**src/hw/sapp_defines.vh**
```
// constants for the converter control and parallel host port
`ifndef SAPP_DEFINES_VH
`define SAPP_DEFINES_VH
`define SAPP_RES_W          12
`define SAPP_BUS_W          12
`define SAPP_CLK_PS         5000
// wake-up from light power-down, in ns
`define SAPP_LIGHT_WAKE_NS  620
`define SAPP_LIGHT_WAKE_CYC \
    ((`SAPP_LIGHT_WAKE_NS * 1000 + `SAPP_CLK_PS - 1) / `SAPP_CLK_PS)
// start to first bit decision window, in ns
`define SAPP_FIRST_DEC_NS   400
`define SAPP_FIRST_DEC_CYC  ((`SAPP_FIRST_DEC_NS * 1000) / `SAPP_CLK_PS)
// cycles per bit decision
`define SAPP_BIT_CYC        8
// reference settle time after deep power-down, in ns (4.2 ms)
`define SAPP_REF_SETTLE_NS  4200000
// split so the product stays inside 32-bit integer range
`define SAPP_REF_SETTLE_CYC \
    ((`SAPP_REF_SETTLE_NS / 1000) * (1000000 / `SAPP_CLK_PS))
`define SAPP_CNT_W          20
// signed bipolar msb flip
`define SAPP_MSB_FLIP       12'h800
`define SAPP_RESULT_RST     12'h000
`endif

```
**src/hw/sapp_sar_step.v**
```verilog
// one successive-approximation bit decision stage
`timescale 1ns/1ps
module sapp_sar_step (
    input  wire [11:0] trial_i,
    input  wire [11:0] sample_i,
    input  wire [3:0]  bit_i,
    output wire [11:0] next_o
);
    wire [11:0] mask;
    wire [11:0] cand;
    assign mask   = 12'h001 << bit_i;
    assign cand   = trial_i | mask;
    // keep the bit when the candidate does not exceed the held sample
    assign next_o = (cand <= sample_i) ? cand : trial_i;
endmodule // sapp_sar_step

```
**src/hw/sapp_port.v**
```verilog
// converter control and parallel host port
//
// Contract
// RULE_01 - start on trigger fall with select low
// RULE_02 - strobes ignored while select is high
// RULE_03 - drive data only when read and select low
// RULE_04 - busy low throughout a running conversion
// RULE_05 - result valid before busy rises (the latch loads on the same edge that busy rises)
// RULE_06 - host releases trigger early or after busy
// RULE_07 - deep power-down clears reference settled flag
// RULE_08 - settled flag rises after reference settles
// RULE_09 - light power-down; host waits 620ns wake
// RULE_10 - upper select puts four msbs low
// RULE_11 - byte layout low byte, high byte zero-padded
// RULE_12 - word variant gives full 12-bit result
// RULE_13 - byte variant straight or offset binary
// RULE_14 - word bipolar uses two's complement
// RULE_15 - byte bipolar uses offset binary
// RULE_16 - running conversion cannot be restarted
// RULE_17 - finished result loads output latches
// RULE_18 - twelve timed bit decisions per conversion
// RULE_19 - starts rejected in power-down or unsettled
`timescale 1ns/1ps
`include "sapp_defines.vh"
module sapp_port #(
    parameter REF_SETTLE_CYC = `SAPP_REF_SETTLE_CYC,
    parameter BYTE_WIDE      = 0
) (
    input  wire        clk_i,
    input  wire        reset_i,
    input  wire        clk_en_i,
    input  wire        chip_select_n_i,
    input  wire        conversion_trigger_n_i,
    input  wire        read_n_i,
    input  wire        upper_byte_select_i,
    input  wire        deep_power_down_n_i,
    input  wire        light_power_down_n_i,
    input  wire        bipolar_i,
    input  wire [11:0] sample_i,
    output reg  [11:0] data_o,
    output reg  [11:0] data_oe_n_o,
    output reg         busy_n_o,
    output reg         reference_settled_o,
    output reg         light_awake_o
);
    localparam [2:0] ST_IDLE = 3'b001;
    localparam [2:0] ST_SETL = 3'b010;
    localparam [2:0] ST_CONV = 3'b100;
    // counts worked out as integers, then cut to the timer width
    localparam integer FIRST_INT = `SAPP_FIRST_DEC_CYC;
    localparam integer BIT_INT   = `SAPP_BIT_CYC;
    localparam integer WAKE_INT  = `SAPP_LIGHT_WAKE_CYC;
    localparam integer SETL_INT  = REF_SETTLE_CYC;
    localparam [19:0]  FIRST_CYC = FIRST_INT[19:0];
    localparam [19:0]  BIT_CYC   = BIT_INT[19:0];
    localparam [19:0]  WAKE_CYC  = WAKE_INT[19:0];
    localparam [19:0]  SETL_CYC  = SETL_INT[19:0];

    reg  [2:0]  state_q;
    reg  [2:0]  state_d;
    reg         trig_q;
    reg  [19:0] tmr_q;
    reg  [19:0] tmr_d;
    reg  [3:0]  bit_q;
    reg  [3:0]  bit_d;
    reg  [11:0] trial_q;
    reg  [11:0] trial_d;
    reg  [11:0] held_q;
    reg  [11:0] held_d;
    reg  [11:0] latch_q;
    reg  [11:0] latch_d;
    reg         settled_d;
    reg  [19:0] wake_q;
    wire [11:0] step_val;
    wire        trig_fall;
    wire        start_ok;
    wire        read_act;
    reg  [11:0] coded;
    reg  [11:0] bus_val;

    ////////////////////////////////////////////////////////////////////
    // start detection
    assign trig_fall = trig_q & ~conversion_trigger_n_i;
    // select gates the edge; busy, power-down and settled gate it too
    assign start_ok  = trig_fall & ~chip_select_n_i          // RULE_01 RULE_02
                     & (state_q == ST_IDLE)                  // RULE_16
                     & deep_power_down_n_i & reference_settled_o // RULE_19
                     & light_power_down_n_i;                 // RULE_09

    sapp_sar_step u_step (
        .trial_i  (trial_q),
        .sample_i (held_q),
        .bit_i    (bit_q),
        .next_o   (step_val)
    );

    ////////////////////////////////////////////////////////////////////
    // sequencer
    always @* begin
        state_d   = state_q;
        tmr_d     = tmr_q;
        bit_d     = bit_q;
        trial_d   = trial_q;
        held_d    = held_q;
        latch_d   = latch_q;
        settled_d = reference_settled_o;
        case (state_q)
            ST_SETL: begin
                if (tmr_q >= SETL_CYC) begin
                    settled_d = 1'b1;                        // RULE_08
                    state_d   = ST_IDLE;
                end else begin
                    tmr_d = tmr_q + 20'h00001;
                end
            end
            ST_CONV: begin
                if (tmr_q != 20'h00000) begin
                    tmr_d = tmr_q - 20'h00001;
                end else begin
                    trial_d = step_val;                      // RULE_18
                    tmr_d   = BIT_CYC - 20'h00001;
                    bit_d   = bit_q - 4'h1;
                    if (bit_q == 4'h0) begin
                        latch_d = step_val;                  // RULE_17 RULE_05
                        state_d = ST_IDLE;
                    end
                end
            end
            default: begin
                if (start_ok) begin
                    state_d = ST_CONV;
                    held_d  = sample_i;
                    trial_d = `SAPP_RESULT_RST;
                    bit_d   = 4'hb;
                    tmr_d   = FIRST_CYC - 20'h00001;
                end
            end
        endcase
        if (!deep_power_down_n_i) begin
            state_d   = ST_SETL;                             // RULE_07
            settled_d = 1'b0;
            tmr_d     = 20'h00000;
        end
    end

    always @(posedge clk_i or posedge reset_i) begin
        if (reset_i) begin
            state_q             <= ST_SETL;
            trig_q              <= 1'b1;
            tmr_q               <= 20'h00000;
            bit_q               <= 4'h0;
            trial_q             <= `SAPP_RESULT_RST;
            held_q              <= `SAPP_RESULT_RST;
            latch_q             <= `SAPP_RESULT_RST;
            reference_settled_o <= 1'b0;
            busy_n_o            <= 1'b1;
            wake_q              <= 20'h00000;
            light_awake_o       <= 1'b0;
        end else if (clk_en_i) begin
            state_q             <= state_d;
            trig_q              <= conversion_trigger_n_i;
            tmr_q               <= tmr_d;
            bit_q               <= bit_d;
            trial_q             <= trial_d;
            held_q              <= held_d;
            latch_q             <= latch_d;
            reference_settled_o <= settled_d;
            busy_n_o            <= ~(state_d == ST_CONV);    // RULE_04
            // light power-down keeps the reference alive, only the wake counts
            if (!light_power_down_n_i) begin
                wake_q        <= 20'h00000;
                light_awake_o <= 1'b0;
            end else if (wake_q < WAKE_CYC) begin
                wake_q        <= wake_q + 20'h00001;
            end else begin
                light_awake_o <= 1'b1;
            end
        end
    end

    ////////////////////////////////////////////////////////////////////
    // output coding and bus drive
    always @* begin
        coded = latch_q;
        if (bipolar_i && !BYTE_WIDE) begin
            coded = latch_q ^ `SAPP_MSB_FLIP;                // RULE_14
        end
        // byte variant keeps offset binary, unipolar stays straight
        bus_val = coded;                                     // RULE_12 RULE_13 RULE_15
        if (BYTE_WIDE) begin
            if (upper_byte_select_i) begin
                bus_val = {8'h00, coded[11:8]};              // RULE_10 RULE_11
            end else begin
                bus_val = {4'h0, coded[7:0]};                // RULE_11
            end
        end
    end

    assign read_act = ~read_n_i & ~chip_select_n_i;          // RULE_03 RULE_02

    always @(posedge clk_i or posedge reset_i) begin
        if (reset_i) begin
            data_o      <= 12'h000;
            data_oe_n_o <= 12'hfff;
        end else if (clk_en_i) begin
            data_o      <= bus_val;
            // upper lines of the byte variant are unused pins, kept off
            data_oe_n_o <= read_act ? (BYTE_WIDE ? 12'hf00 : 12'h000)
                                    : 12'hfff;               // RULE_03
        end
    end
endmodule // sapp_port

```
**config.mk**
```make
export PLATFORM = sky130hd
export DESIGN_NAME = sapp_port
export DESIGN_NICKNAME = d
export VERILOG_FILES = /design/src/hw/sapp_sar_step.v /design/src/hw/sapp_port.v
export VERILOG_INCLUDE_DIRS = /design/src /design/src/hw
export SDC_FILE = /design/constraint.sdc
export NUM_CORES = 1
export LEC_CHECK = 0
export BUFFER_PORTS_ARGS = -buffer_cell sky130_fd_sc_hd__buf_2
export CELL_PAD_IN_SITES_DETAIL_PLACEMENT = 0
export CELL_PAD_IN_SITES_GLOBAL_PLACEMENT = 2
export CORE_UTILIZATION = 35
export CTS_CLUSTER_SIZE = 24
export DETAILED_ROUTE_END_ITERATION = 7
export PLACE_DENSITY = 0.83
export SLEW_MARGIN = 20
export SYNTH_ARGS = -nofsm -noshare
export SYNTH_HDL_FRONTEND = slang
export SYNTH_HIERARCHICAL = 1
export SYNTH_SLANG_ARGS = --single-unit
```
**constraint.sdc**
```tcl
create_clock -name clk_i -period 2.9 [get_ports clk_i]
set_input_delay 0.145 -clock clk_i [delete_from_list [all_inputs] [get_ports clk_i]]
set_output_delay 0.145 -clock clk_i [all_outputs]
set_load 0.005 [all_outputs]
```
* Yosys cells after proc, flatten, opt, wreduce, memory -nomap -nowiden
Index checks and enable logic that the tools add are counted.
Word-level totals: bits in registers 111, logic and storage cells 86, output and inout bits 27
Cells by class: bitwise operators 16, muxes and demuxes 27, $add $sub $neg 4, reductions and logical operators 11, equal/unequal tests 11, shifts and indexed selects 1, order comparisons 3
Operators by type and width (number):
- 20-bit two-way mux | 6
- 12-bit two-way mux | 5
- 20-bit by 1-bit adder with 20-bit output (second input constant) | 2
- 20-bit case mux with 2 select lines | 1
- 12-bit case mux with 2 select lines | 1
- 20-bit greater-or-equal comparator (second input constant) | 1
- 20-bit by 7-bit less-than comparator with 1-bit output (second input constant) | 1
- 20-bit nonzero test | 1
- 20-bit by 1-bit subtractor with 20-bit output (second input constant) | 1
- 3-bit two-way mux | 5
- 12-bit <= comparator | 1
- 12-bit OR | 1
- 1-bit by 4-bit << shifter with 12-bit output (first input constant) | 1
- 3-bit AND reduction | 3
- 4-bit two-way mux | 2
- 1-bit inverter | 8
- 4-bit case mux with 2 select lines | 1
- 4-bit AND reduction | 2
- 1-bit AND | 7
- 3-bit equality test (second input constant) | 2
- 2-bit by 1-bit != test with 1-bit output (second input constant) | 3
- 3-bit case mux with 2 select lines | 1
- 1-bit two-way mux | 5
- 4-bit logical NOT | 1
- 9 further kinds | 11

* Logic depth before layout (Yosys ltp)
Gate-level depths: netlist of run 1.
depth in word-level cells 12, mapped depth 11, gate-level depth less buffers 10

* Hierarchy
Netlist of run 1, hierarchy kept.
Modules (own cells, without submodules):
- sapp_port | area an instance 5251.3 µm², cells each 517, instances 1
- sapp_sar_step | area an instance 593.1 µm², cells each 84, instances 1

* Worst setup path before layout of run 1
Ideal clock, no wire load.
path kind register -> register, from register tmr_q[0], to register tmr_q[14], buffers on the path 0, path slack 221 ps, arrival time 2610 ps, cell stages (with the launch flop) 9, clock period less this slack 2679 ps, setup time 69 ps, cell sequence dfrtp_1 inv_1 ha_1 nor4b_1 nand3_1 or4b_2 a21oi_1 o21ai_0 nand3_1
Between the ends: longest elaborated chain between the ends 4, elaborated cells between the ends (all ways) 10
Ends and longest elaborated chain:
- start, declared | RTL line sapp_port.v:62 | reg [19:0] tmr_q;
- start signal, assigned | RTL line sapp_port.v:162 | tmr_q <= tmr_d;
- 20-bit by 1-bit subtractor with 20-bit output (tied with other cells) | RTL line sapp_port.v:118 | tmr_d = tmr_q - 20'h00001;
- 20-bit two-way mux, on equally long branches | RTL line sapp_port.v:117, sapp_port.v:109
- 20-bit case mux with 2 select lines | RTL line sapp_port.v:107 | case (state_q)
- 20-bit two-way mux | RTL line sapp_port.v:139 | if (!deep_power_down_n_i) begin
Several ways; a longest one is shown, not always the timed one. The select of a mux whose other input is x is not followed. A chain may end at the register's enable or synchronous reset.

* Worst setup path in the final report of run 1
from register tmr_q[12], to register trial_q[9]
Between the ends: longest elaborated chain between the ends 3
Ends and longest elaborated chain:
- 20-bit nonzero test | RTL line sapp_port.v:117 | if (tmr_q != 20'h00000) begin
- 2-bit != test (no source line)
- 4-bit AND reduction (no source line)
- end signal, assigned | RTL line sapp_port.v:152 | trial_q <= `SAPP_RESULT_RST;
- end signal, assigned | RTL line sapp_port.v:164 | trial_q <= trial_d;
- end, declared | RTL line sapp_port.v:66 | reg [11:0] trial_q;
Every way passes these cells.

==> results of run 1 <==
==> power by group through the flow <==
stage                     clock, mW  sequential [mW]  combinational [mW]
after floorplan                   0             1.47               0.249
final                          1.26             1.45               0.344
after detailed placement          0             1.48               0.344
after global routing           1.36             1.46               0.385
after global placement            0             1.48               0.341
after CTS                      1.30             1.45               0.345
==> logic make-up (layout without fill, tap and decap cells) <==
kind of cell	Yosys count	after routing	share of synthesized area, %
simple gates	211	211	19.1
xor+xnor	17	17	2.55
buf+inv	69	112	5.84
flops	100	100	42.9
mux	36	36	7.58
compound gates	151	151	18.3
fa+ha+maj	17	17	3.64
==> per-layer routing <==
layer	track usage [%]	vias to the layer above	part of all wire (%)
li1	-	2259	-
met1	23.1	2293	48
met2	27.4	137	46
met3	4.09	13	4.9
met4	4.44	0	1.3
met5	0	-	0
==> path summary, 6_finish.rpt <==
path                                  startpoint                endpoint  slack, ns
min in group clk_i                   sample_i[6]   held_q[6]$_DFFE_PP0P_       0.03
hold / removal                           reset_i  data_o[11]$_DFFE_PP0P_      -0.05
setup / recovery           tmr_q[12]$_DFFE_PP0P_  trial_q[9]$_DFFE_PP0P_       0.19
setup reg to reg           tmr_q[12]$_DFFE_PP0P_  trial_q[9]$_DFFE_PP0P_       0.19
hold reg to reg             busy_n_o$_DFFE_PP1P_    busy_n_o$_DFFE_PP1P_       0.49
max in group asynchronous                reset_i   held_q[7]$_DFFE_PP0P_       2.23
==> synth_stat cells, types with 10 or more instances <==
cell / number / share of area [%]
buf_4: 11 / 1.4
a22o_1: 25 / 3.7
mux2_4: 10 / 2.6
a21oi_1: 32 / 2.7
mux2_2: 26 / 5.0
nand4_1: 13 / 1.4
nor3_1: 17 / 1.5
nor2_1: 43 / 2.8
o21ai_0: 33 / 2.8
dfrtp_1: 96 / 41
nand2b_1: 15 / 1.6
nand3_1: 25 / 2.1
nand2_1: 43 / 2.8
clkbuf_1: 24 / 1.5
inv_1: 24 / 1.5
ha_1: 17 / 3.6
o21bai_2: 10 / 1.9
==> placed cells by master, fill, tap and decap left out, drive strengths merged, types with 13 or more instances in the layout <==
cell / instances
dfrtp: 96
nand3: 26
o21ai: 33
mux2: 36
inv: 25
a21oi: 32
buf: 72
nand4: 13
a22o: 25
nand2b: 15
nor2: 43
nand2: 44
nor3: 17
ha: 17
==> layout make-up <==
| cell class | instances | share of cell area (%) |
|---|---|---|
| Multi-Input combinational cell | 432 | 45.4 |
| Sequential cell | 100 | 38.0 |
| Timing Repair Buffer | 72 | 6.41 |
| Tap cell | 216 | 4.09 |
| Clock buffer | 12 | 3.88 |
| Inverter | 24 | 1.44 |
| Clock inverter | 4 | 0.834 |
==> flip-flops by register name (all words and copies together) (netlist names), 3 cells and up <==
| signal | cells |
|---|---|
| trial_q | 12 |
| data_o | 12 |
| bit_q | 4 |
| held_q | 12 |
| state_q | 3 |
| latch_q | 12 |
| tmr_q | 20 |
| wake_q | 20 |
==> through the flow <==
step	area, µm²	utilization [%]	hold slack (ns)	cells
after floorplan	5840	-	0.286	601
after global placement	6290	39.0	0.379	844
after detailed placement	6290	39.0	0.384	844
after CTS	6600	41.0	0.0163	860
after global routing	6600	41.0	0.0180	860
final	6600	41.0	-0.0538	860
==> results_dict.tcl, run 1 <==
set metrics [dict create \
    worstSetupEndpointType "register" \
    seq_area_frac_synth_pct 42.9 \
    reg2regPathDepth 5 \
    rows 46 \
    p_seq_share_pct 47.5 \
    cts_num_sinks 100 \
    grt_start_max_net_pins 88 \
    finalNetCount 678 \
    internal_power_mw 2.26 \
    seqCellArea_um2 2510 \
    synth_cell_type_count 66 \
    postCtsSetupRepairBufs 0 \
    die_x_um 131 \
    grt_overflow 0 \
    avgSynthCellArea_um2 9.72 \
    power_leakage_nw 3.15 \
    crit_buf_inv 0 \
    io_pins 49 \
    track_usage_pct 17.1 \
    crit_type "register to register" \
    status "complete, but fails checks" \
    ys_ff_latch 100 \
    drt_iter0_markers 281 \
    comb_power_share_pct 11.2 \
    skew_ns 0.0112 \
    setup_slack_ns 0.189 \
    core_um2 16100 \
    critPathArrivalTime_ns 2.95 \
    grt_pass1_vias 4601 \
    tns_ns 0 \
    tritoncts "built" \
    die_h_um 131 \
    areaGrowthSynthToFinish_pct 13.0 \
    die_area_um2 17200 \
    antenna_found_initial 0 \
    clk_pin_slew_worst_paths_ns 0.07 \
    hold_path_class "input pin to async pin" \
    required_ns 3.14 \
    gp_congestion 0.846 \
    cts_made_buffers 9 \
    period_share_pct 93.5 \
    filler_cell_count 1613 \
    n_antenna_cell 0 \
    syn-instance-count 601 \
    syn-num-nets 640 \
    drv_slew 0 \
    worstSetupStartpointType "register" \
    period_minus_slack_ns 2.71 \
    cp_slowest_cell "or4b_4" \
    path_cells "or4_4 > or4b_4 > o41ai_2 > nand2_2 > a22o_1" \
    synth-edff-count 0 \
    power.switching_uw 792 \
    numPortBuffers 47 \
    grt_pass1_wl_um 23600 \
    synth_area_um2 5840 \
    vias_per_cell 5.47 \
    crit_fanout 14 \
    clk_latency_ns 0.36 \
    worst_pin_slew_ns 0.784 \
    max_stage_delay_ns 0.64 \
    drc 0 \
    num_vias 4702 \
    power_density_nw_per_um2 463 \
    cts-root-buf "clkbuf_16" \
    path_depth 5 \
    ctsHtreeMaxLevel 3 \
    path_delay_family "simple AND/OR/NAND/NOR gates" \
    max-slew-margin-rel_pct 47.6 \
    cts_resized 0 \
    post_drt_wl_per_cell_um 16.4 \
    drive_above_1_share_pct 23.3 \
    dp.final_hpwl_um 9870 \
    p_sw_share_pct 25.9 \
    ys_warn_count 6 \
    finalSetupViolCount 0 \
    violations "hold timing" \
    synthFlopType "dfrtp_1" \
    wl_um 14100 \
    p_clk_share_pct 41.3 \
    final-hold-violation-count 82 \
    power_mw 3.06 \
    place_ws_ns 0.181 \
    peakVddDrop_uv 389 \
    multiInputGateArea_um2 3000 \
    rsz0062_at_grt "no" \
    fmax_ghz 0.369 \
    cts_buffer_depth 2 \
    hold_ws_ns -0.0538 \
    ys_async_sr_fraction_pct 100 \
    initial_utilization_pct 36.3 \
    drt_pass1_iterations 5 \
    postCtsHoldBufs 0 \
    antenna_left 0 \
    maxCapViolations 0 \
]
No activity file was read; power rests on OpenSTA's default activity.
==> run 2, diff against run 1 <==
--- a/config.mk
+++ b/config.mk
@@ -6,10 +6,11 @@
 export SDC_FILE = /design/constraint.sdc
 export NUM_CORES = 1
 export LEC_CHECK = 0
+export ABC_AREA = 1
 export BUFFER_PORTS_ARGS = -buffer_cell sky130_fd_sc_hd__buf_2
 export CELL_PAD_IN_SITES_DETAIL_PLACEMENT = 0
 export CELL_PAD_IN_SITES_GLOBAL_PLACEMENT = 2
-export CORE_UTILIZATION = 35
+export CORE_UTILIZATION = 32
 export CTS_CLUSTER_SIZE = 24
 export DETAILED_ROUTE_END_ITERATION = 7
 export PLACE_DENSITY = 0.83
==> run 2 against run 1 <==
Effect of this change: the run now ends clean; clock-buffer cell count shrank 3; synthesized area rose by 8.2%; non-clock buffer count shrank 13; maximum frequency grew 13%; sequential cell count stayed put; worst setup slack better by 0.31 ns; global-route usage decreased by 1.1 points; routed wire length grew 6.5%; combinational power up 42%; clock skew about the same; final cell count increased by 37%; via count grew 12%; critical path type unchanged; largest cell class unchanged; highest routed layer unchanged.
==> results_dict.tcl, run 2 <==
set metrics [dict create \
    numPortBuffers 47 \
    antenna_left 0 \
    ys_async_sr_fraction_pct 100 \
    status "finished, final reports clean" \
    reg_top3 "tmr_q x20, wake_q x20" \
    synth_area_leaders "dfrtp_1 38%, nand2_1 17%, inv_1 6.0%, nor2_1 5.6%, nand3_1 4.7%" \
    max_stage_delay_ns 0.48 \
    yosysTopAreaCell "dfrtp_1" \
    cp_slowest_cell "dfrtp_1" \
    avgSynthCellArea_um2 7.21 \
    cts_num_sinks 100 \
    cts-root-buf "clkbuf_16" \
    multiInputGateArea_um2 3140 \
    hold_path_class "input pin to register" \
    fmax_ghz 0.417 \
    worstSetupStartpointType "register" \
    drt_pass1_iterations 4 \
    path_cells "inv_1 > nand3_1 > o21bai_1 > ha_1 > a21oi_1 > nor2_1 > nor2_1 > nand3_2 > nand2_2 > nand2_1 > nand2_1 > inv_1 > o21ai_2" \
    synth-edff-count 0 \
    syn-instance-count 877 \
    cts_buffer_depth 2 \
    dp.final_hpwl_um 11200 \
    filler_cell_count 2125 \
    core_um2 19400 \
    final-hold-violation-count 0 \
    synth_top_area_share_pct 38.0 \
    clk_latency_ns 0.36 \
    synthTopCellsByCount "286 x nand2_1, 101 x inv_1, 96 x dfrtp_1" \
    finalNetCount 945 \
    tns_ns 0 \
    maxCapViolations 0 \
    postCtsSetupRepairBufs 0 \
    worst_pin_slew_ns 0.520 \
    drv_slew 0 \
    rsz0062_at_grt "no" \
    clk_pin_slew_worst_paths_ns 0.08 \
    ys_ff_latch 100 \
    ctsHtreeMaxLevel 3 \
    n_antenna_cell 0 \
    power_mw 3.21 \
    track_usage_pct 16.0 \
    die_area_um2 20300 \
    finalSetupViolCount 0 \
    gp_congestion 0.828 \
    vias_per_cell 4.47 \
    areaGrowthSynthToFinish_pct 11.4 \
    num_vias 5254 \
    drt_iter0_markers 187 \
    final_cell_mix "286 x nand2_1, 100 x inv_1, 96 x dfrtp_1" \
    antenna_found_initial 0 \
    drc 0 \
    seq_area_frac_synth_pct 39.6 \
    post_drt_wl_per_cell_um 12.8 \
    synth_area_um2 6330 \
    syn-num-nets 916 \
    required_ns 3.18 \
    grt_pass1_wl_um 25500 \
    cts_made_buffers 9 \
    period_minus_slack_ns 2.40 \
    peakVddDrop_uv 243 \
    initial_utilization_pct 32.6 \
    yosysMostFrequentCell "nand2_1" \
    die_h_um 143 \
    period_share_pct 82.8 \
    drive_above_1_share_pct 15.7 \
    synth_cell_type_count 39 \
    crit_type "register to register" \
    grt_overflow 0 \
    crit_fanout 12 \
    ys_warn_count 6 \
    grt_start_max_net_pins 42 \
    rows 51 \
    worstSetupEndpointType "register" \
    synthFlopType "dfrtp_1" \
    wl_um 15000 \
    skew_ns 0.0113 \
    final_common_cell "nand2_1" \
    power_density_nw_per_um2 455 \
    power_leakage_nw 3.59 \
    seqCellArea_um2 2510 \
    max-slew-margin-rel_pct 65.3 \
    critPathArrivalTime_ns 2.68 \
    grt_pass1_vias 4986 \
    cts_resized 0 \
    tritoncts "built" \
    die_x_um 143 \
    io_pins 49 \
]
-- run 2: changes by cell type after synthesis, moves of 19 or more --
cell | previous run | this run
mux2_2 | 26 | 0
nand2_1 | 43 | 286
clkbuf_1 | 24 | 5
o21ai_1 | 0 | 36
a22o_1 | 25 | 0
nand3_1 | 25 | 60
nor2_1 | 43 | 94
o21ai_2 | 0 | 22
inv_1 | 24 | 101
-- run 2: repair_timing --
action	in CTS	in global routing
setup endpoints to repair	0	0
endpoints found under the hold margin	40	0
hold buffers	3	0
-- run 2: logic make-up (layout without fill, tap and decap cells) --
group,Yosys count,after routing,synth area share (%)
xor+xnor,16,16,2.22
compound gates,110,110,10.8
buf+inv,150,184,10.7
fa+ha+maj,17,17,3.36
simple gates,484,484,33.2
flops,100,100,39.6
-- run 2: worst max-delay path: cells and delay by family (launching register included) --
family                   cells  cell delay, ns
flip-flops                   1            0.48
adder cells (fa/ha/maj)      1            0.30
buffers and inverters        2            0.23
AND/OR/NAND/NOR              7            0.76
AO/OA/AOI/OAI                3            0.54
-- run 2: through the flow --
step	util (%)	hold WS (ns)	setup slack, ns	std cells	cell area, µm²
5_1_grt	36.3	0.0263	0.256	1176	7040
2_1_floorplan	-	0.251	0.143	877	6330
3_3_place_gp	34.6	0.231	0.464	1157	6710
3_5_place_dp	34.6	0.231	0.469	1157	6710
4_1_cts	36.3	0.00275	0.449	1176	7040
6_report	36.3	0.0156	0.500	1176	7040
-- run 2: layout make-up --
| type | count | area share [%] |
|---|---|---|
| clock buffer | 9 | 3.20 |
| clock inverter | 7 | 1.17 |
| inverter | 109 | 5.84 |
| multi-input combinational | 627 | 44.6 |
| sequential | 100 | 35.6 |
| tap | 265 | 4.71 |
| timing repair buffer | 59 | 4.90 |
-- run 2: layer usage --
| metal | GRT usage, % | vias to the layer above | routed length, µm |
|---|---|---|---|
| met5 | 0 | - | 0 |
| met4 | 3.90 | 0 | 146 |
| met3 | 2.76 | 11 | 497 |
| met2 | 26.2 | 63 | 6810 |
| met1 | 21.9 | 2385 | 7550 |
| li1 | - | 2795 | - |
-- run 2: final timing paths --
path | start | endpoint | slack, ns | cells after the start
setup / recovery | bit_q[2]$_DFFE_PP0P_ | trial_q[11]$_DFFE_PP0P_ | 0.50 | 13
hold / removal | sample_i[3] | held_q[3]$_DFFE_PP0P_ | 0.02 | 3
setup reg to reg | bit_q[2]$_DFFE_PP0P_ | trial_q[11]$_DFFE_PP0P_ | 0.50 | 13
hold reg to reg | data_o[6]$_DFFE_PP0P_ | data_o[6]$_DFFE_PP0P_ | 0.47 | 2
max in group asynchronous | reset_i | tmr_q[16]$_DFFE_PP0P_ | 1.81 | 4
min in group asynchronous | reset_i | data_o[6]$_DFFE_PP0P_ | 0.39 | 3
-- run 2: power breakdown --
| group | internal (mW) | total (mW) | switching [mW] |
|---|---|---|---|
| logic | 0.161 | 0.490 | 0.328 |
| registers | 1.41 | 1.45 | 0.0314 |
| clock network | 0.685 | 1.27 | 0.586 |
